**src/include/gdpi_pkg.sv**
```systemverilog
// package for the gpio drive strength and port 0 pin interrupt block
package gdpi_pkg;

  // special function register offsets
  localparam logic [7:0] OFS_P0_DRIVE = 8'hc1;
  localparam logic [7:0] OFS_P1_DRIVE = 8'hc2;
  localparam logic [7:0] OFS_P3_DRIVE = 8'hc4;
  localparam logic [7:0] OFS_PORT0_IRQ_POLARITY = 8'hea;
  localparam logic [7:0] OFS_P0_MODE = 8'heb;
  localparam logic [7:0] OFS_P0_EN = 8'hec;
  localparam logic [7:0] OFS_P0_PEND = 8'hed;
  localparam logic [7:0] OFS_PORT1_IRQ_POLARITY = 8'hf2;

  // reset values
  localparam logic [7:0] RST_DRIVE = 8'h00;
  localparam logic [7:0] RST_IRQ_CFG = 8'h00;
  localparam logic [7:0] RST_PEND = 8'h00;

  // port 1 drive bits 5 and 2 are not implemented
  localparam logic [7:0] P1_DRIVE_MASK = 8'hdb;
  // port 0 pins 7..5 are the 4/8 mA group, 4..0 the 12/16 mA group
  localparam logic [7:0] P0_LOWGRP_MASK = 8'he0;

  // interrupt vector addresses
  localparam logic [7:0] VEC_NORMAL = 8'h83;
  localparam logic [7:0] VEC_WAKEUP = 8'h7b;

  // drive strength codes, one per pin
  typedef enum logic [1:0] {
    GDPI_DRV_4MA,
    GDPI_DRV_8MA,
    GDPI_DRV_12MA,
    GDPI_DRV_16MA
  } gdpi_drive_t;

  // register bus request from the core
  typedef struct packed {
    logic wr;
    logic rd;
    logic [7:0] addr;
    logic [7:0] wdata;
  } gdpi_sfr_req_t;

  // whole block state
  typedef struct packed {
    logic [7:0] p0_drive;
    logic [7:0] p1_drive;
    logic [7:0] p3_drive;
    logic [7:0] port0_irq_polarity;
    logic [7:0] p0_mode;
    logic [7:0] p0_en;
    logic [7:0] p0_pend;
    logic [7:0] port1_irq_polarity;
    logic [7:0] sync1;
    logic [7:0] sync2;
    logic [7:0] prev;
    logic [7:0] rdata;
  } gdpi_state_t;

endpackage

```
**src/core/gdpi_top.sv**
```systemverilog
// drive strength selection and port 0 pin interrupt logic
`timescale 1ns/10ps
module gdpi_top (
  // clock and reset
  input wire logic clk,
  input wire logic nrst,
  // special function register bus
  input wire gdpi_pkg::gdpi_sfr_req_t sfr_req,
  output logic [7:0] sfr_rdata,
  output logic sfr_hit,
  // power mode, high while in power-down
  input wire logic power_down,
  // port 0 pins
  input wire logic [7:0] port0_pin,
  // drive strength per pin
  output gdpi_pkg::gdpi_drive_t port0_drive [8],
  output gdpi_pkg::gdpi_drive_t port1_drive [8],
  output gdpi_pkg::gdpi_drive_t port3_drive [8],
  // interrupt request and its vector
  output logic pin_irq,
  output logic [7:0] pin_irq_vector
);
  import gdpi_pkg::*;

  gdpi_state_t s_q;
  gdpi_state_t s_d;
  logic [7:0] act;
  logic [7:0] edge_hit;
  logic [7:0] trig;
  logic [7:0] clr;

  // address decode used only for sfr_hit; the read and write paths decode with their own case statements
  function automatic logic is_mapped(input logic [7:0] a);
    is_mapped = (a == OFS_P0_DRIVE) || (a == OFS_P1_DRIVE) || (a == OFS_P3_DRIVE) ||
                (a == OFS_PORT0_IRQ_POLARITY) || (a == OFS_P0_MODE) || (a == OFS_P0_EN) ||
                (a == OFS_P0_PEND) || (a == OFS_PORT1_IRQ_POLARITY);
  endfunction

  // level and edge detection on the second sync stage only
  always_comb begin
    act = ~(s_q.sync2 ^ s_q.port0_irq_polarity);
    edge_hit = act & ~(~(s_q.prev ^ s_q.port0_irq_polarity));
    trig = (s_q.p0_mode & edge_hit) | (~s_q.p0_mode & act);
    trig = trig & s_q.p0_en & {8{~power_down}};
    clr = (sfr_req.wr && sfr_req.addr == OFS_P0_PEND) ? sfr_req.wdata : 8'h00;
  end

  // next state
  always_comb begin
    s_d = s_q;
    s_d.sync1 = port0_pin;
    s_d.sync2 = s_q.sync1;
    s_d.prev = s_q.sync2;
    // set wins over a clear in the same cycle; level mode re-sets while active
    s_d.p0_pend = (s_q.p0_pend & ~clr) | trig;
    if (sfr_req.wr) begin
      case (sfr_req.addr)
        OFS_P0_DRIVE: s_d.p0_drive = sfr_req.wdata;
        OFS_P1_DRIVE: s_d.p1_drive = sfr_req.wdata & P1_DRIVE_MASK;
        OFS_P3_DRIVE: s_d.p3_drive = sfr_req.wdata;
        OFS_PORT0_IRQ_POLARITY: s_d.port0_irq_polarity = sfr_req.wdata;
        OFS_P0_MODE: s_d.p0_mode = sfr_req.wdata;
        OFS_P0_EN: s_d.p0_en = sfr_req.wdata;
        OFS_PORT1_IRQ_POLARITY: s_d.port1_irq_polarity = sfr_req.wdata;
        default: s_d.p0_drive = s_d.p0_drive;
      endcase
    end
    // read data registered; unmapped reads return zero
    case (sfr_req.addr)
      OFS_P0_DRIVE: s_d.rdata = s_q.p0_drive;
      OFS_P1_DRIVE: s_d.rdata = s_q.p1_drive;
      OFS_P3_DRIVE: s_d.rdata = s_q.p3_drive;
      OFS_PORT0_IRQ_POLARITY: s_d.rdata = s_q.port0_irq_polarity;
      OFS_P0_MODE: s_d.rdata = s_q.p0_mode;
      OFS_P0_EN: s_d.rdata = s_q.p0_en;
      OFS_P0_PEND: s_d.rdata = s_q.p0_pend;
      OFS_PORT1_IRQ_POLARITY: s_d.rdata = s_q.port1_irq_polarity;
      default: s_d.rdata = 8'h00;
    endcase
  end

  // state register, synchronous reset
  always_ff @(posedge clk) begin
    if (!nrst) begin
      s_q <= '0;
      s_q.p0_drive <= RST_DRIVE;
      s_q.p1_drive <= RST_DRIVE;
      s_q.p3_drive <= RST_DRIVE;
      s_q.port0_irq_polarity <= RST_IRQ_CFG;
      s_q.p0_mode <= RST_IRQ_CFG;
      s_q.p0_en <= RST_IRQ_CFG;
      s_q.p0_pend <= RST_PEND;
      s_q.port1_irq_polarity <= RST_IRQ_CFG;
    end else begin
      s_q <= s_d;
    end
  end

  // per-pin drive codes
  for (genvar i = 0; i < 8; i++) begin : g_drive
    if (P0_LOWGRP_MASK[i]) begin : g_low
      assign port0_drive[i] = s_q.p0_drive[i] ? GDPI_DRV_8MA : GDPI_DRV_4MA;
    end else begin : g_high
      assign port0_drive[i] = s_q.p0_drive[i] ? GDPI_DRV_16MA : GDPI_DRV_12MA;
    end
    assign port1_drive[i] = s_q.p1_drive[i] ? GDPI_DRV_8MA : GDPI_DRV_4MA;
    assign port3_drive[i] = s_q.p3_drive[i] ? GDPI_DRV_8MA : GDPI_DRV_4MA;
  end

  // outputs; pull controls live elsewhere in external data space
  assign sfr_rdata = s_q.rdata;
  assign sfr_hit = is_mapped(sfr_req.addr) & (sfr_req.wr | sfr_req.rd);
  assign pin_irq = |s_q.p0_pend;
  // wakeup vector shown in power-down, normal vector otherwise
  assign pin_irq_vector = power_down ? VEC_WAKEUP : VEC_NORMAL;
endmodule

```
**config.mk**
```make
export PLATFORM = sky130hd
export DESIGN_NAME = gdpi_top
export DESIGN_NICKNAME = d
export VERILOG_FILES = /design/src/include/gdpi_pkg.sv /design/src/core/gdpi_top.sv
export SDC_FILE = /design/constraint.sdc
export NUM_CORES = 1
export LEC_CHECK = 0
export BUFFER_PORTS_ARGS = -buffer_cell sky130_fd_sc_hd__buf_2
export CORE_ASPECT_RATIO = 1.75
export CORE_MARGIN = 1.5
export CORE_UTILIZATION = 38
export CTS_CLUSTER_DIAMETER = 60
export DETAILED_ROUTE_END_ITERATION = 12
export PLACE_DENSITY = 0.61
export SETUP_SLACK_MARGIN = 0.1
export SYNTH_ARGS = -nofsm -noshare
export SYNTH_HDL_FRONTEND = slang
export SYNTH_SLANG_ARGS = --single-unit
```
**constraint.sdc**
```tcl
create_clock -name clk -period 3 [get_ports clk]
set_input_delay 0.45 -clock clk [delete_from_list [all_inputs] [get_ports clk]]
set_output_delay 0.45 -clock clk [all_outputs]
set_load 0.01 [all_outputs]
```
## Yosys cells after proc, flatten, opt, wreduce, memory -nomap -nowiden

Cells that the tools add are included.

| storage, ports and cells | value |
|---|---|
| output and inout bits | 66 |
| input port bits | 29 |
| register bits | 94 |

| operators by class | value |
|---|---|
| reductions and logical operators | 16 |
| mux-type cells | 25 |
| bitwise gates (word level) | 18 |
| equal/unequal tests | 8 |

Operators by type and width:

| kind | number |
|---|---|
| $eq A8 B8 Y1 const B | 8 |
| $pmux W8 S8 | 1 |
| $and A8 B8 Y8 | 6 |
| $not A8 Y8 | 5 |
| $mux W1 | 22 |
| $mux W8 | 2 |
| $or A8 B8 Y8 | 2 |
| $xor A8 B8 Y8 | 2 |
| $reduce_and A2 Y1 | 7 |
| $reduce_or A8 Y1 | 1 |
| $logic_or A1 B1 Y1 | 7 |
| $and A1 B1 Y1 | 1 |
| $logic_and A1 B1 Y1 | 1 |
| $not A1 Y1 | 1 |
| $or A1 B1 Y1 | 1 |

## Logic depth before layout (Yosys ltp)

Gate-level depths: netlist of run 1.

| depth | value |
|---|---|
| depth in word-level cells | 9 |
| mapped depth | 6 |
| depth with buffers taken out | 4 |

## Worst setup path before layout of run 1

Ideal clock, no wire load.

| timing path | value |
|---|---|
| kind | in2out |
| start | in sfr_req[12] in the netlist's numbering |
| end | out sfr_hit |
| arrival time | 1.615 ns |
| path slack | 0.935 ns |
| required time | 2.550 ns |
| cell stages on the path | 5 |
| cell sequence | clkbuf_1 clkbuf_1 buf_1 and3b_1 o22a_1 |

| on the way | value |
|---|---|
| word-level cells in the longest chain between the ends | 9 |

Ends and longest elaborated chain:

| element | RTL line | text |
|---|---|---|
| from (decl) | gdpi_top.sv:8 | `input wire gdpi_pkg::gdpi_sfr_req_t sfr_req,` |
| $eq A8 B8 Y1 | gdpi_top.sv:34 | `is_mapped = (a == OFS_P0_DRIVE) \|\| (a == OFS_P1_DRIVE) \|\| (a == OFS_P3_DRIVE) \|\|` |
| $logic_or A1 B1 Y1 (3 in series) | gdpi_top.sv:34 |  |
| $logic_or A1 B1 Y1 (3 in series) | gdpi_top.sv:35 | `(a == OFS_PORT0_IRQ_POLARITY) \|\| (a == OFS_P0_MODE) \|\| (a == OFS_P0_EN) \|\|` |
| $logic_or A1 B1 Y1 (*) | gdpi_top.sv:36 | `(a == OFS_P0_PEND) \|\| (a == OFS_PORT1_IRQ_POLARITY);` |
| $and A1 B1 Y1 (*) | gdpi_top.sv:112 | `assign sfr_hit = is_mapped(sfr_req.addr) & (sfr_req.wr \| sfr_req.rd);` |
| to (decl) | gdpi_top.sv:10 | `output logic sfr_hit,` |

Mark *: on every way between the ends. The rest lies on a longest branch, timed or not.

## Final worst setup path of run 1

| timing path | value |
|---|---|
| start | in sfr_req[11] in the netlist's numbering |
| end | out sfr_hit |

The elaborated chain is that of the path after synthesis.

==> results of run 1 <==
## area by class of cell
class,count,area (µm²),area share
inverter,9,33.8,0.00677
multi-input combinational,343,2250,0.451
clock buffer,10,229,0.0459
tap,137,171,0.0344
sequential,94,1880,0.377
timing repair buffer,70,363,0.0728
clock inverter,5,60.1,0.0120
## worst max path at each step
stage | start | to | slack, ps | depth (start not counted)
floorplan | sfr_req[12] | sfr_hit | 940 | 5
CTS | sfr_req[11] | sfr_hit | 840 | 6
global route | sfr_req[11] | sfr_hit | 780 | 6
detailed placement | sfr_req[8] | s_q[89] | 510 | 5
finish | sfr_req[11] | sfr_hit | 850 | 6
global placement | sfr_req[13] | s_q[94] | 610 | 5
## per-layer routing
metal | routed length [µm] | vias to the layer above
met5 | 0 | -
met4 | 535 | 0
met3 | 616 | 35
met2 | 5220 | 152
met1 | 4630 | 1629
li1 | - | 1704
## kinds of logic after synthesis
kind of cell / count (synthesis)
AO/OA/AOI/OAI: 88
XOR/XNOR: 2
buffers and inverters: 98
flip-flops: 94
multiplexers: 48
other: 2
AND/OR/NAND/NOR: 176
## power by group
group	internal (W)	leakage, nW	switching [W]
sequential	0.00126	0.761	0.00000650
clock	0.000645	0.139	0.000475
combinational	0.0000486	1.28	0.0000969
## placed cells by master (no fill, tap or decap), drive strengths merged, types with 5 or more instances in the layout
cell type and n:
dfxtp 94, buf 70, mux2i 48, nor2b 48, nand2 35, conb 29
and2 26, a21boi 16, o21ai 15, a22o 14, nand3 13, nor2 12
a21oi 11, a22oi 10, clkbuf 10, nor3b 9, inv 9, and3 8
o21a 8, a31oi 6, nor4 5
## state kept, by name, indices dropped and copies added (netlist names)
name / flops
s_q: 70
s_d: 16
sfr_rdata: 8
## stage by stage
| step | utilization | area [µm²] | hold slack [ps] | cells | setup WS [ps] |
|---|---|---|---|---|---|
| 3_5_place_dp | 0.394 | 4700 | 417 | 653 | 510 |
| 3_3_place_gp | 0.394 | 4700 | 417 | 653 | 607 |
| 4_1_cts | 0.418 | 4990 | 308 | 668 | 843 |
| 2_1_floorplan | - | 4740 | 412 | 535 | 935 |
| 6_report | 0.418 | 4990 | 319 | 668 | 847 |
| 5_1_grt | 0.418 | 4990 | 314 | 668 | 781 |
==> impl_results.md, run 1 <==
* Antenna diodes at 0
* I/O pin total at 95
* Synth Area in Compound Gates at 0.132
* CTS Sinks at 94
* Synth Cell Area at 4640 µm²
* Reg2Reg Depth at 4
* Peak supply drop at 0.000268 V
* Most Crowded Layer GR: met2
* Via-to-Cell Ratio at 5.27
* Mux contribution to synthesized area at 0.104
* Register area share after synthesis at 0.405
* Clock buffer depth at 2
* Total CTS buffers at 9
* GRT overflow at 0
* CP max stage cell: and2_0
* Largest family of logic cells by synthesized area: simple AND/OR/NAND/NOR gates
* Kind of critical path: primary input to primary output
* Tcrit/Tclk final at 0.718
* Chip height at 149 µm
* RSZ-0062 raised after global routing: no
* Top-count cell post-synth: dfxtp_1
* Largest net degree at the start of global routing at 87
* Req. time, crit path at 2550 ps
* CTS tree: done
* Worst hold path class: primary input to flop
* First-pass GRT wire length at 17000 µm
* Final Slew Violations at 0
* Most frequent CP cell: buf_2
* Total negative setup slack at 0 ps
* Reg2reg setup slack at 1700 ps
* PwrDens at 508 nW/µm²
* Critical path capture point type: primary output
* Vias at 3520
* Final Skew at 8.12 ps
* Critical Path AT at 1700 ps
* Placer Congestion at 0.840
* Largest area contributor in the netlist: dfxtp_1
* H-tree depth at 3
* First-pass iteration count of the detailed router at 4
* Ys flop type: dfxtp_1
* Top cells by count, synth: dfxtp_1 (94), buf_4 (64), mux2i_1 (48), nor2b_1 (48), nand2_1 (35)
* R2R Path Start: s_q[86]
* Status: finished clean
* Mean post-synth cell area at 9.14 µm²
* Vias in the first global route at 3318
* Post-synth EDFFs at 0
* # Max-Cap Violations at 0
* Port-buffer cells at 65
* Clock slew at reported path FFs at 60 ps
* Initial Util at 0.389
* FFs w/ async S/R, synth at 0
* Drt drc at 0
* Min-Delay Endpoint: s_d[19]
* CP delay by family, top: simple AND/OR/NAND/NOR gates
* M2 GR Usage at 0.284
* DPL Wire Length at 8090 µm
* Min-Delay Startpoint: port0_pin[3]
* Final Hold Viols at 0
* Crit path largest cell delay at 400 ps
* Post-synthesis adder-cell area fraction at 0
* Max FO, Critical Path at 16
* Postcts setup bufs at 0
* Simple-Gate Fraction of Synth Area at 0.221
* Cts hold-fix bufs at 0
* Initial antenna violation count at 0
* Library cells used by synthesis at 44
* Drt wl/cell at 16.5 µm
* Post-layout nets at 556
* Root Buffer: clkbuf_16
* Post-route ant nets at 0
* M1 GR Usage at 0.199
* Fill cells at 1198
* Setup Viol. Count Final at 0
* Leak pwr at 2.18 nW
* Worst-margin pin slew at 955 ps
* Area growth, synth to finish at 7.44%
* Post-cts sizing count at 0
* WP buf/inv at 2
* GRT Resource Usage Total at 0.173
* Tot Pwr at 0.00253 W
* Fmax at 465 MHz
* Yosys Warn Count at 0
* Startpoint Class: primary input
* Clock Latency Late Sink at 340 ps
* Met3 usage at 0.0421
* Row count at 53
* Die ar. at 12900 µm²
* Share of cells above drive strength 1 at 0.160
* WHS Path Cells at 2
* Slew headroom at 0.355
* XOR/XNOR Fraction of Synth Area at 0.00377
* Critical path cell sequence: buf_2 -> and2_0 -> a22o_1 -> and3b_1 -> o22a_1 -> buf_2
* Initial DRC Count at 215
* Routed WL at 11000 µm
* Synth area leaders: dfxtp_1 (41%), mux2i_1 (10%), buf_4 (10%), nor2b_1 (6.5%), and2_1 (3.4%)
* Final min period at 2150 ps
* Capturing point of the worst reg2reg path: sfr_rdata[6]
* Post-Synthesis Cells at 508
* Die W at 86.6 µm
* Core area at 11900 µm²
* Proportion of netlist area held by the largest area contributor at 0.405
* Number of synthesized register bits at 94
Power figures use the tool's default switching activity.
==> run 2, diff against run 1 <==
--- a/config.mk
+++ b/config.mk
@@ -5,13 +5,14 @@
 export SDC_FILE = /design/constraint.sdc
 export NUM_CORES = 1
 export LEC_CHECK = 0
+export ABC_AREA = 1
 export BUFFER_PORTS_ARGS = -buffer_cell sky130_fd_sc_hd__buf_2
 export CORE_ASPECT_RATIO = 1.75
 export CORE_MARGIN = 1.5
 export CORE_UTILIZATION = 38
 export CTS_CLUSTER_DIAMETER = 60
 export DETAILED_ROUTE_END_ITERATION = 12
-export PLACE_DENSITY = 0.61
+export PLACE_DENSITY = 0.63
 export SETUP_SLACK_MARGIN = 0.1
 export SYNTH_ARGS = -nofsm -noshare
 export SYNTH_HDL_FRONTEND = slang
==> constraint.sdc (replaced) <==
create_clock -name clk -period 1.9 [get_ports clk]
set_input_delay 0.285 -clock clk [delete_from_list [all_inputs] [get_ports clk]]
set_output_delay 0.285 -clock clk [all_outputs]
set_load 0.01 [all_outputs]
==> run 2 against run 1 <==
  * Cell area up 2.5%
  * Via count up 14%
  * Register-to-register slack worse by 810 ps
  * Critical path depth down 3
  * Area after synthesis up 1.5%
  * First-iteration DRC count up 47%
  * Synthesized cell count up 26%
  * Flip-flop and latch count unchanged
  * Die area up 1.4%
  * Largest cell class unchanged
  * Largest power group unchanged
  * Highest routed layer unchanged
==> impl_results.md, run 2 <==
* Status: finished clean
* Commonest non-fill, non-tap cell in the layout: nand2_1
* Fill cells at 1274 (+6.3%)
* Final Skew at 9.36 ps (+1.25 ps)
* Number of synthesized register bits at 94 (unchanged)
* Final Hold Viols at 0 (unchanged)
* Vias in the first global route at 3624 (+9.2%)
* Final Slew Violations at 0 (unchanged)
* Root Buffer: clkbuf_16
* Largest net degree at the start of global routing at 48 (-45%)
* CP max stage cell: nor4_1
* I/O pin total at 95 (unchanged)
* Share of cells above drive strength 1 at 0.191 (+0.0310)
* Max FO, Critical Path at 3 (-13)
* Drt wl/cell at 14.6 µm (-12%)
* Post-route ant nets at 0 (unchanged)
* Row count at 53 (unchanged)
* Yosys Warn Count at 0 (unchanged)
* First-pass iteration count of the detailed router at 7 (+3)
* Synth Cell Area at 4710 µm² (+1.5%)
* Clock slew at reported path FFs at 70 ps (about the same)
* Core area at 12100 µm² (+1.1%)
* Critical Path AT at 1400 ps (-300 ps)
* Clock Latency Late Sink at 350 ps (about the same)
* Top cells by count, synth: nand2_1 (107), dfxtp_1 (94), nand3_1 (85), inv_1 (66), buf_4 (65)
* Tcrit/Tclk final at 0.887
* CTS Sinks at 94 (unchanged)
* Die ar. at 13100 µm² (+1.4%)
* H-tree depth at 3 (unchanged)
* Min-Delay Startpoint: port0_pin[4]
* Setup WS pre-CTS at 183 ps (-327 ps)
* Initial DRC Count at 315 (+47%)
* Kind of critical path: flop to primary output
* Setup Viol. Count Final at 0 (unchanged)
* Synth area leaders: dfxtp_1 (40%), buf_4 (10%), nand3_1 (9.0%), nand2_1 (8.5%), a21oi_1 (6.7%)
* Initial Util at 0.390 (+0.00132)
* GRT Resource Usage Total at 0.194 (+0.0208)
* Ys flop type: dfxtp_1
* Most frequent cells in the layout: nand2_1 (107), dfxtp_1 (94), nand3_1 (85), inv_1 (66), buf_2 (65)
* Total CTS buffers at 9 (unchanged)
* CTS tree: done
* DPL Wire Length at 9150 µm (+13%)
* Mean post-synth cell area at 7.36 µm² (-19%)
* R2R Path Start: s_q[67]
* First-pass GRT wire length at 19000 µm (+12%)
* Final min period at 1690 ps
* Placer Congestion at 0.925 (+10%)
* Post-Synthesis Cells at 640 (+26%)
* Library cells used by synthesis at 26 (-41%)
* Drt drc at 0 (unchanged)
* Via-to-Cell Ratio at 4.78 (-9.2%)
* Fmax at 593 MHz
* PwrDens at 791 nW/µm² (+56%)
* CP delay by family, top: simple AND/OR/NAND/NOR gates
* # Max-Cap Violations at 0 (unchanged)
* Initial antenna violation count at 0 (unchanged)
* Worst hold path class: primary input to flop
* Port-buffer cells at 65 (unchanged)
* Startpoint Class: flop
* Critical path capture point type: primary output
* Largest area contributor in the netlist: dfxtp_1
* Critical path cell sequence: nor4_1 -> nand2_1 -> buf_2
* GRT overflow at 0 (unchanged)
* Area growth, synth to finish at 8.50%
* Final WS setup at 215 ps (-632 ps)
* Die W at 87.2 µm (+0.70%)
* Crit path largest cell delay at 430 ps (+30 ps)
* Routed WL at 12200 µm (+11%)
* Setup crit start: s_q[42]
* Biggest register: s_q
* Top-count cell post-synth: nand2_1
* Total negative setup slack at 0 ps (unchanged)
* Leak pwr at 2.34 nW (+7.4%)
* WP buf/inv at 1 (-1)
* FFs w/ async S/R, synth at 0 (unchanged)
* Register area share after synthesis at 0.400 (-0.00582)
* Peak supply drop at 0.000491 V (+83%)
* Vias at 4019 (+14%)
* Post-layout nets at 699 (+26%)
* Clock buffer depth at 2 (unchanged)
* Antenna diodes at 0 (unchanged)
* Post-synth EDFFs at 0 (unchanged)
* RSZ-0062 raised after global routing: no
* Chip height at 150 µm (+0.71%)
* Largest register FFs at 70 (unchanged)
* Proportion of netlist area held by the largest area contributor at 0.400 (-0.00582)
* Req. time, crit path at 1620 ps (-930 ps)
## run 2: cell count changes after synthesis, moves of 14 or more
cell and delta:
a21boi_1 -16, a21oi_1 +52, a22o_1 -14, and2_1 -25
inv_1 +58, mux2i_1 -48, nand2_1 +72, nand3_1 +72
nor2_1 +33, nor2b_1 -48, o21ai_0 +30
## run 2: timing repair
| action | 4_1_cts | 5_1_grt |
|---|---|---|
| hold buffers | 0 | 0 |
| setup endpoints to repair | 0 | 1 |
| resized for setup | 0 | 1 |
| setup buffers | 0 | 0 |
## run 2: worst paths after layout
path / endpoint / slack, ps / cells after the start
min reg2reg: s_d[11] / 410 / 2
min: s_d[20] / 110 / 3
max: pin_irq / 210 / 3
max reg2reg: sfr_rdata[3] / 890 / 4
## run 2: cell type report
class                   instances  area, µm²  area share
clock inverters                 7       62.6      0.0122
well taps                     165        206      0.0404
multi-input cells             413       2030       0.396
clock buffers                   9        225      0.0441
flip-flops and latches         94       1880       0.368
repair buffers                 80        438      0.0857
inverters                      72        270      0.0529
## run 2: through the flow
step	total power (W)	instance area, µm²	hold slack (ps)	util	cells
2_1_floorplan	0.00227	4810	383	-	667
3_3_place_gp	0.00232	4820	396	0.399	824
3_5_place_dp	0.00233	4820	398	0.399	824
4_1_cts	0.00408	5100	104	0.423	840
5_1_grt	0.00418	5110	125	0.423	840
6_report	0.00404	5110	114	0.423	840
## run 2: kinds of logic (layout without fill, tap and decap cells)
| kind of cell | Yosys count | in the layout | synth area share |
|---|---|---|---|
| simple gates | 267 | 267 | 0.282 |
| buf+inv | 160 | 168 | 0.193 |
| compound gates | 117 | 117 | 0.124 |
| flops | 94 | 94 | 0.400 |
| other cells | 2 | 29 | 0.00159 |
## run 2: worst register-to-register path, cell delays in order, from the launching register on
cell and delay [ps]:
dfxtp_1 370, nand3_1 110, nand2_1 60, nor2_1 230
a21oi_1 120
## run 2: metal layers
metal / routed length, µm / vias to the layer above / GRT usage
li1: - / 2025 / -
met1: 4860 / 1823 / 0.215
met2: 6290 / 144 / 0.345
met3: 492 / 27 / 0.0313
met4: 589 / 0 / 0.107
met5: 0 / - / 0
## run 2: power by group
part / total [W] / switching, W / leakage (nW) / internal (W)
clock network: 0.00176 / 0.000843 / 0.133 / 0.000915
registers: 0.00200 / 0.0000113 / 0.761 / 0.00199
logic: 0.000279 / 0.000205 / 1.45 / 0.0000737
total: 0.00404 / 0.00106 / 2.34 / 0.00298
==> run 3, diff against run 2 <==
--- a/config.mk
+++ b/config.mk
@@ -6,13 +6,13 @@
 export NUM_CORES = 1
 export LEC_CHECK = 0
 export ABC_AREA = 1
-export BUFFER_PORTS_ARGS = -buffer_cell sky130_fd_sc_hd__buf_2
 export CORE_ASPECT_RATIO = 1.75
 export CORE_MARGIN = 1.5
 export CORE_UTILIZATION = 38
 export CTS_CLUSTER_DIAMETER = 60
 export DETAILED_ROUTE_END_ITERATION = 12
-export PLACE_DENSITY = 0.63
+export DONT_BUFFER_PORTS = 1
+export PLACE_DENSITY = 0.56
 export SETUP_SLACK_MARGIN = 0.1
 export SYNTH_ARGS = -nofsm -noshare
 export SYNTH_HDL_FRONTEND = slang
==> run 3 against run 2 <==
  * Clock-buffer cell count grew 1
  * Largest cell class unchanged
  * Fmax grew 6.0%
  * Total power shrank 1.1%
  * Final cell count shrank 8.7%
  * Combinational power shrank 41%
  * Flip-flop and latch count is the same
  * Cell area shrank 7.4%
  * Non-clock buffer count shrank 73
==> impl_results.md, run 3 (synthesis results as in run 2) <==
* Routed WL at 12200 µm (-0.42%)
* Commonest non-fill, non-tap cell in the layout: nand2_1
* RSZ-0062 raised after global routing: no
* Initial DRC Count at 204 (-35%)
* GRT Resource Usage Total at 0.191 (-0.00334)
* Largest net degree at the start of global routing at 72 (+50%)
* Biggest register: s_q
* Initial antenna violation count at 0 (unchanged)
* Postcts setup bufs at 0 (unchanged)
* Post-layout nets at 626 (-10%)
* Fmax at 629 MHz (+6.0%)
* Setup WS pre-CTS at 329 ps (+145 ps)
* Req. time, crit path at 1620 ps (about the same)
* First-pass GRT wire length at 18500 µm (-3.0%)
* Final Skew at 5.13 ps (-4.24 ps)
* Final WS setup at 311 ps (+95.7 ps)
* I/O pin total at 95 (unchanged)
* GRT overflow at 0 (unchanged)
* H-tree depth at 3 (unchanged)
* DP Area at 4430 µm² (-8.0%)
* Layout Cells excl Fill at 767 (-8.7%)
* Root Buffer: clkbuf_16
* Status: finished clean
* PwrDens at 844 nW/µm² (+6.8%)
* Placer Congestion at 0.890 (-3.8%)
* Leak pwr at 2.00 nW (-14%)
* Post-route ant nets at 0 (unchanged)
* Startpoint Class: primary input
* Clock buffer depth at 2 (unchanged)
* Vias in the first global route at 3479 (-4.0%)
* Via-to-Cell Ratio at 4.95 (+3.4%)
* Clock slew at reported path FFs at 60 ps (about the same)
* Setup Viol. Count Final at 0 (unchanged)
* CTS Sinks at 94 (unchanged)
* Critical Path AT at 1300 ps (-100 ps)
* Post-layout util at 0.392 (-0.0314)
* Final min period at 1590 ps (-95.7 ps)
* Max FO, Critical Path at 17 (+14)
* CTS tree: done
* Peak supply drop at 0.000450 V (-8.3%)
* Drt drc at 0 (unchanged)
* Initial Util at 0.390 (unchanged)
* Final Instance Area at 4730 µm² (-7.4%)
* # placed instances at 751 (-8.9%)
* Area growth, synth to finish at 0.452%
* Row count at 53 (unchanged)
* Clock Latency Late Sink at 340 ps (about the same)
* Vias at 3796 (-5.5%)
* Total CTS buffers at 9 (unchanged)
* DPL Wire Length at 9000 µm (-1.6%)
* Kind of critical path: primary input to primary output
* Final Slew Violations at 0 (unchanged)
* Post-cts sizing count at 0 (unchanged)
* Port-buffer cells at 0 (-100%)
* Tcrit/Tclk final at 0.837 (-0.0504)
* Drt wl/cell at 15.9 µm (+9.1%)
* Fill cells at 1288 (+1.1%)
* Die W at 87.2 µm (unchanged)
* Antenna diodes at 0 (unchanged)
* Chip height at 150 µm (unchanged)
* Core area at 12100 µm² (unchanged)
* Die ar. at 13100 µm² (unchanged)
* Final Hold Viols at 0 (unchanged)
* Cts hold-fix bufs at 0 (unchanged)
* Worst hold path class: primary input to flop
* Total negative setup slack at 0 ps (unchanged)
* First-pass iteration count of the detailed router at 5 (-2)
* Most frequent cells in the layout: nand2_1 (107), dfxtp_1 (94), nand3_1 (85), inv_1 (66), a21oi_1 (63)
* Share of cells above drive strength 1 at 0.0914 (-0.0997)
* Critical path capture point type: primary output
* # Max-Cap Violations at 0 (unchanged)
* Largest register FFs at 70 (unchanged)
[run 3: cell count changes in the layout (fill, tap and decap cells not counted), sizes merged]
cell,before,now
buf,80,7
bufinv,0,1
inv,75,73
clkinv,1,4
clkbuf,9,10
clkinvlp,3,0
[run 3: metrics by stage]
stage	hold WS [ps]	power (W)
final	38.5	0.00399
after global routing	32.9	0.00415
after CTS	29.7	0.00404
after detailed placement	387	0.00222
after global placement	390	0.00221
after floorplan	383	0.00227
[run 3: layout make-up]
cell class,instances,area (µm²),share of cell area
Timing Repair Buffer,7,52.6,0.0111
Inverter,72,270,0.0571
Multi-Input combinational cell,413,2020,0.427
Clock buffer,10,229,0.0484
Sequential cell,94,1880,0.398
Tap cell,165,206,0.0436
Clock inverter,6,70.1,0.0148
[run 3: path summary, 6_finish.rpt]
kind	start	to	slack [ps]	cells after the start
hold reg to reg	s_d[17]	s_d[9]	410	2
setup reg to reg	s_q[87]	sfr_rdata[7]	870	4
setup / recovery	sfr_req[14]	sfr_hit	310	8
hold / removal	nrst	s_d[10]	40	2
[run 3: routing by layer]
layer  GRT usage  share of wire
met1       0.203           0.38
met2       0.332           0.50
met4       0.126          0.059
met5           0              0
met3      0.0411          0.059
[run 3: where the power goes]
part,internal (W),total [W],switching [W]
Clock,0.00103,0.00182,0.000791
Combinational,0.0000433,0.000166,0.000123
Sequential,0.00199,0.00200,0.0000121
[run 3: worst max-delay path: stages]
cell and delay, ps:
nand2_2 90, nor2_2 210, buf_4 260, nand2_4 80, nand2_1 70, nor2_1 40
a21oi_1 140, buf_4 140
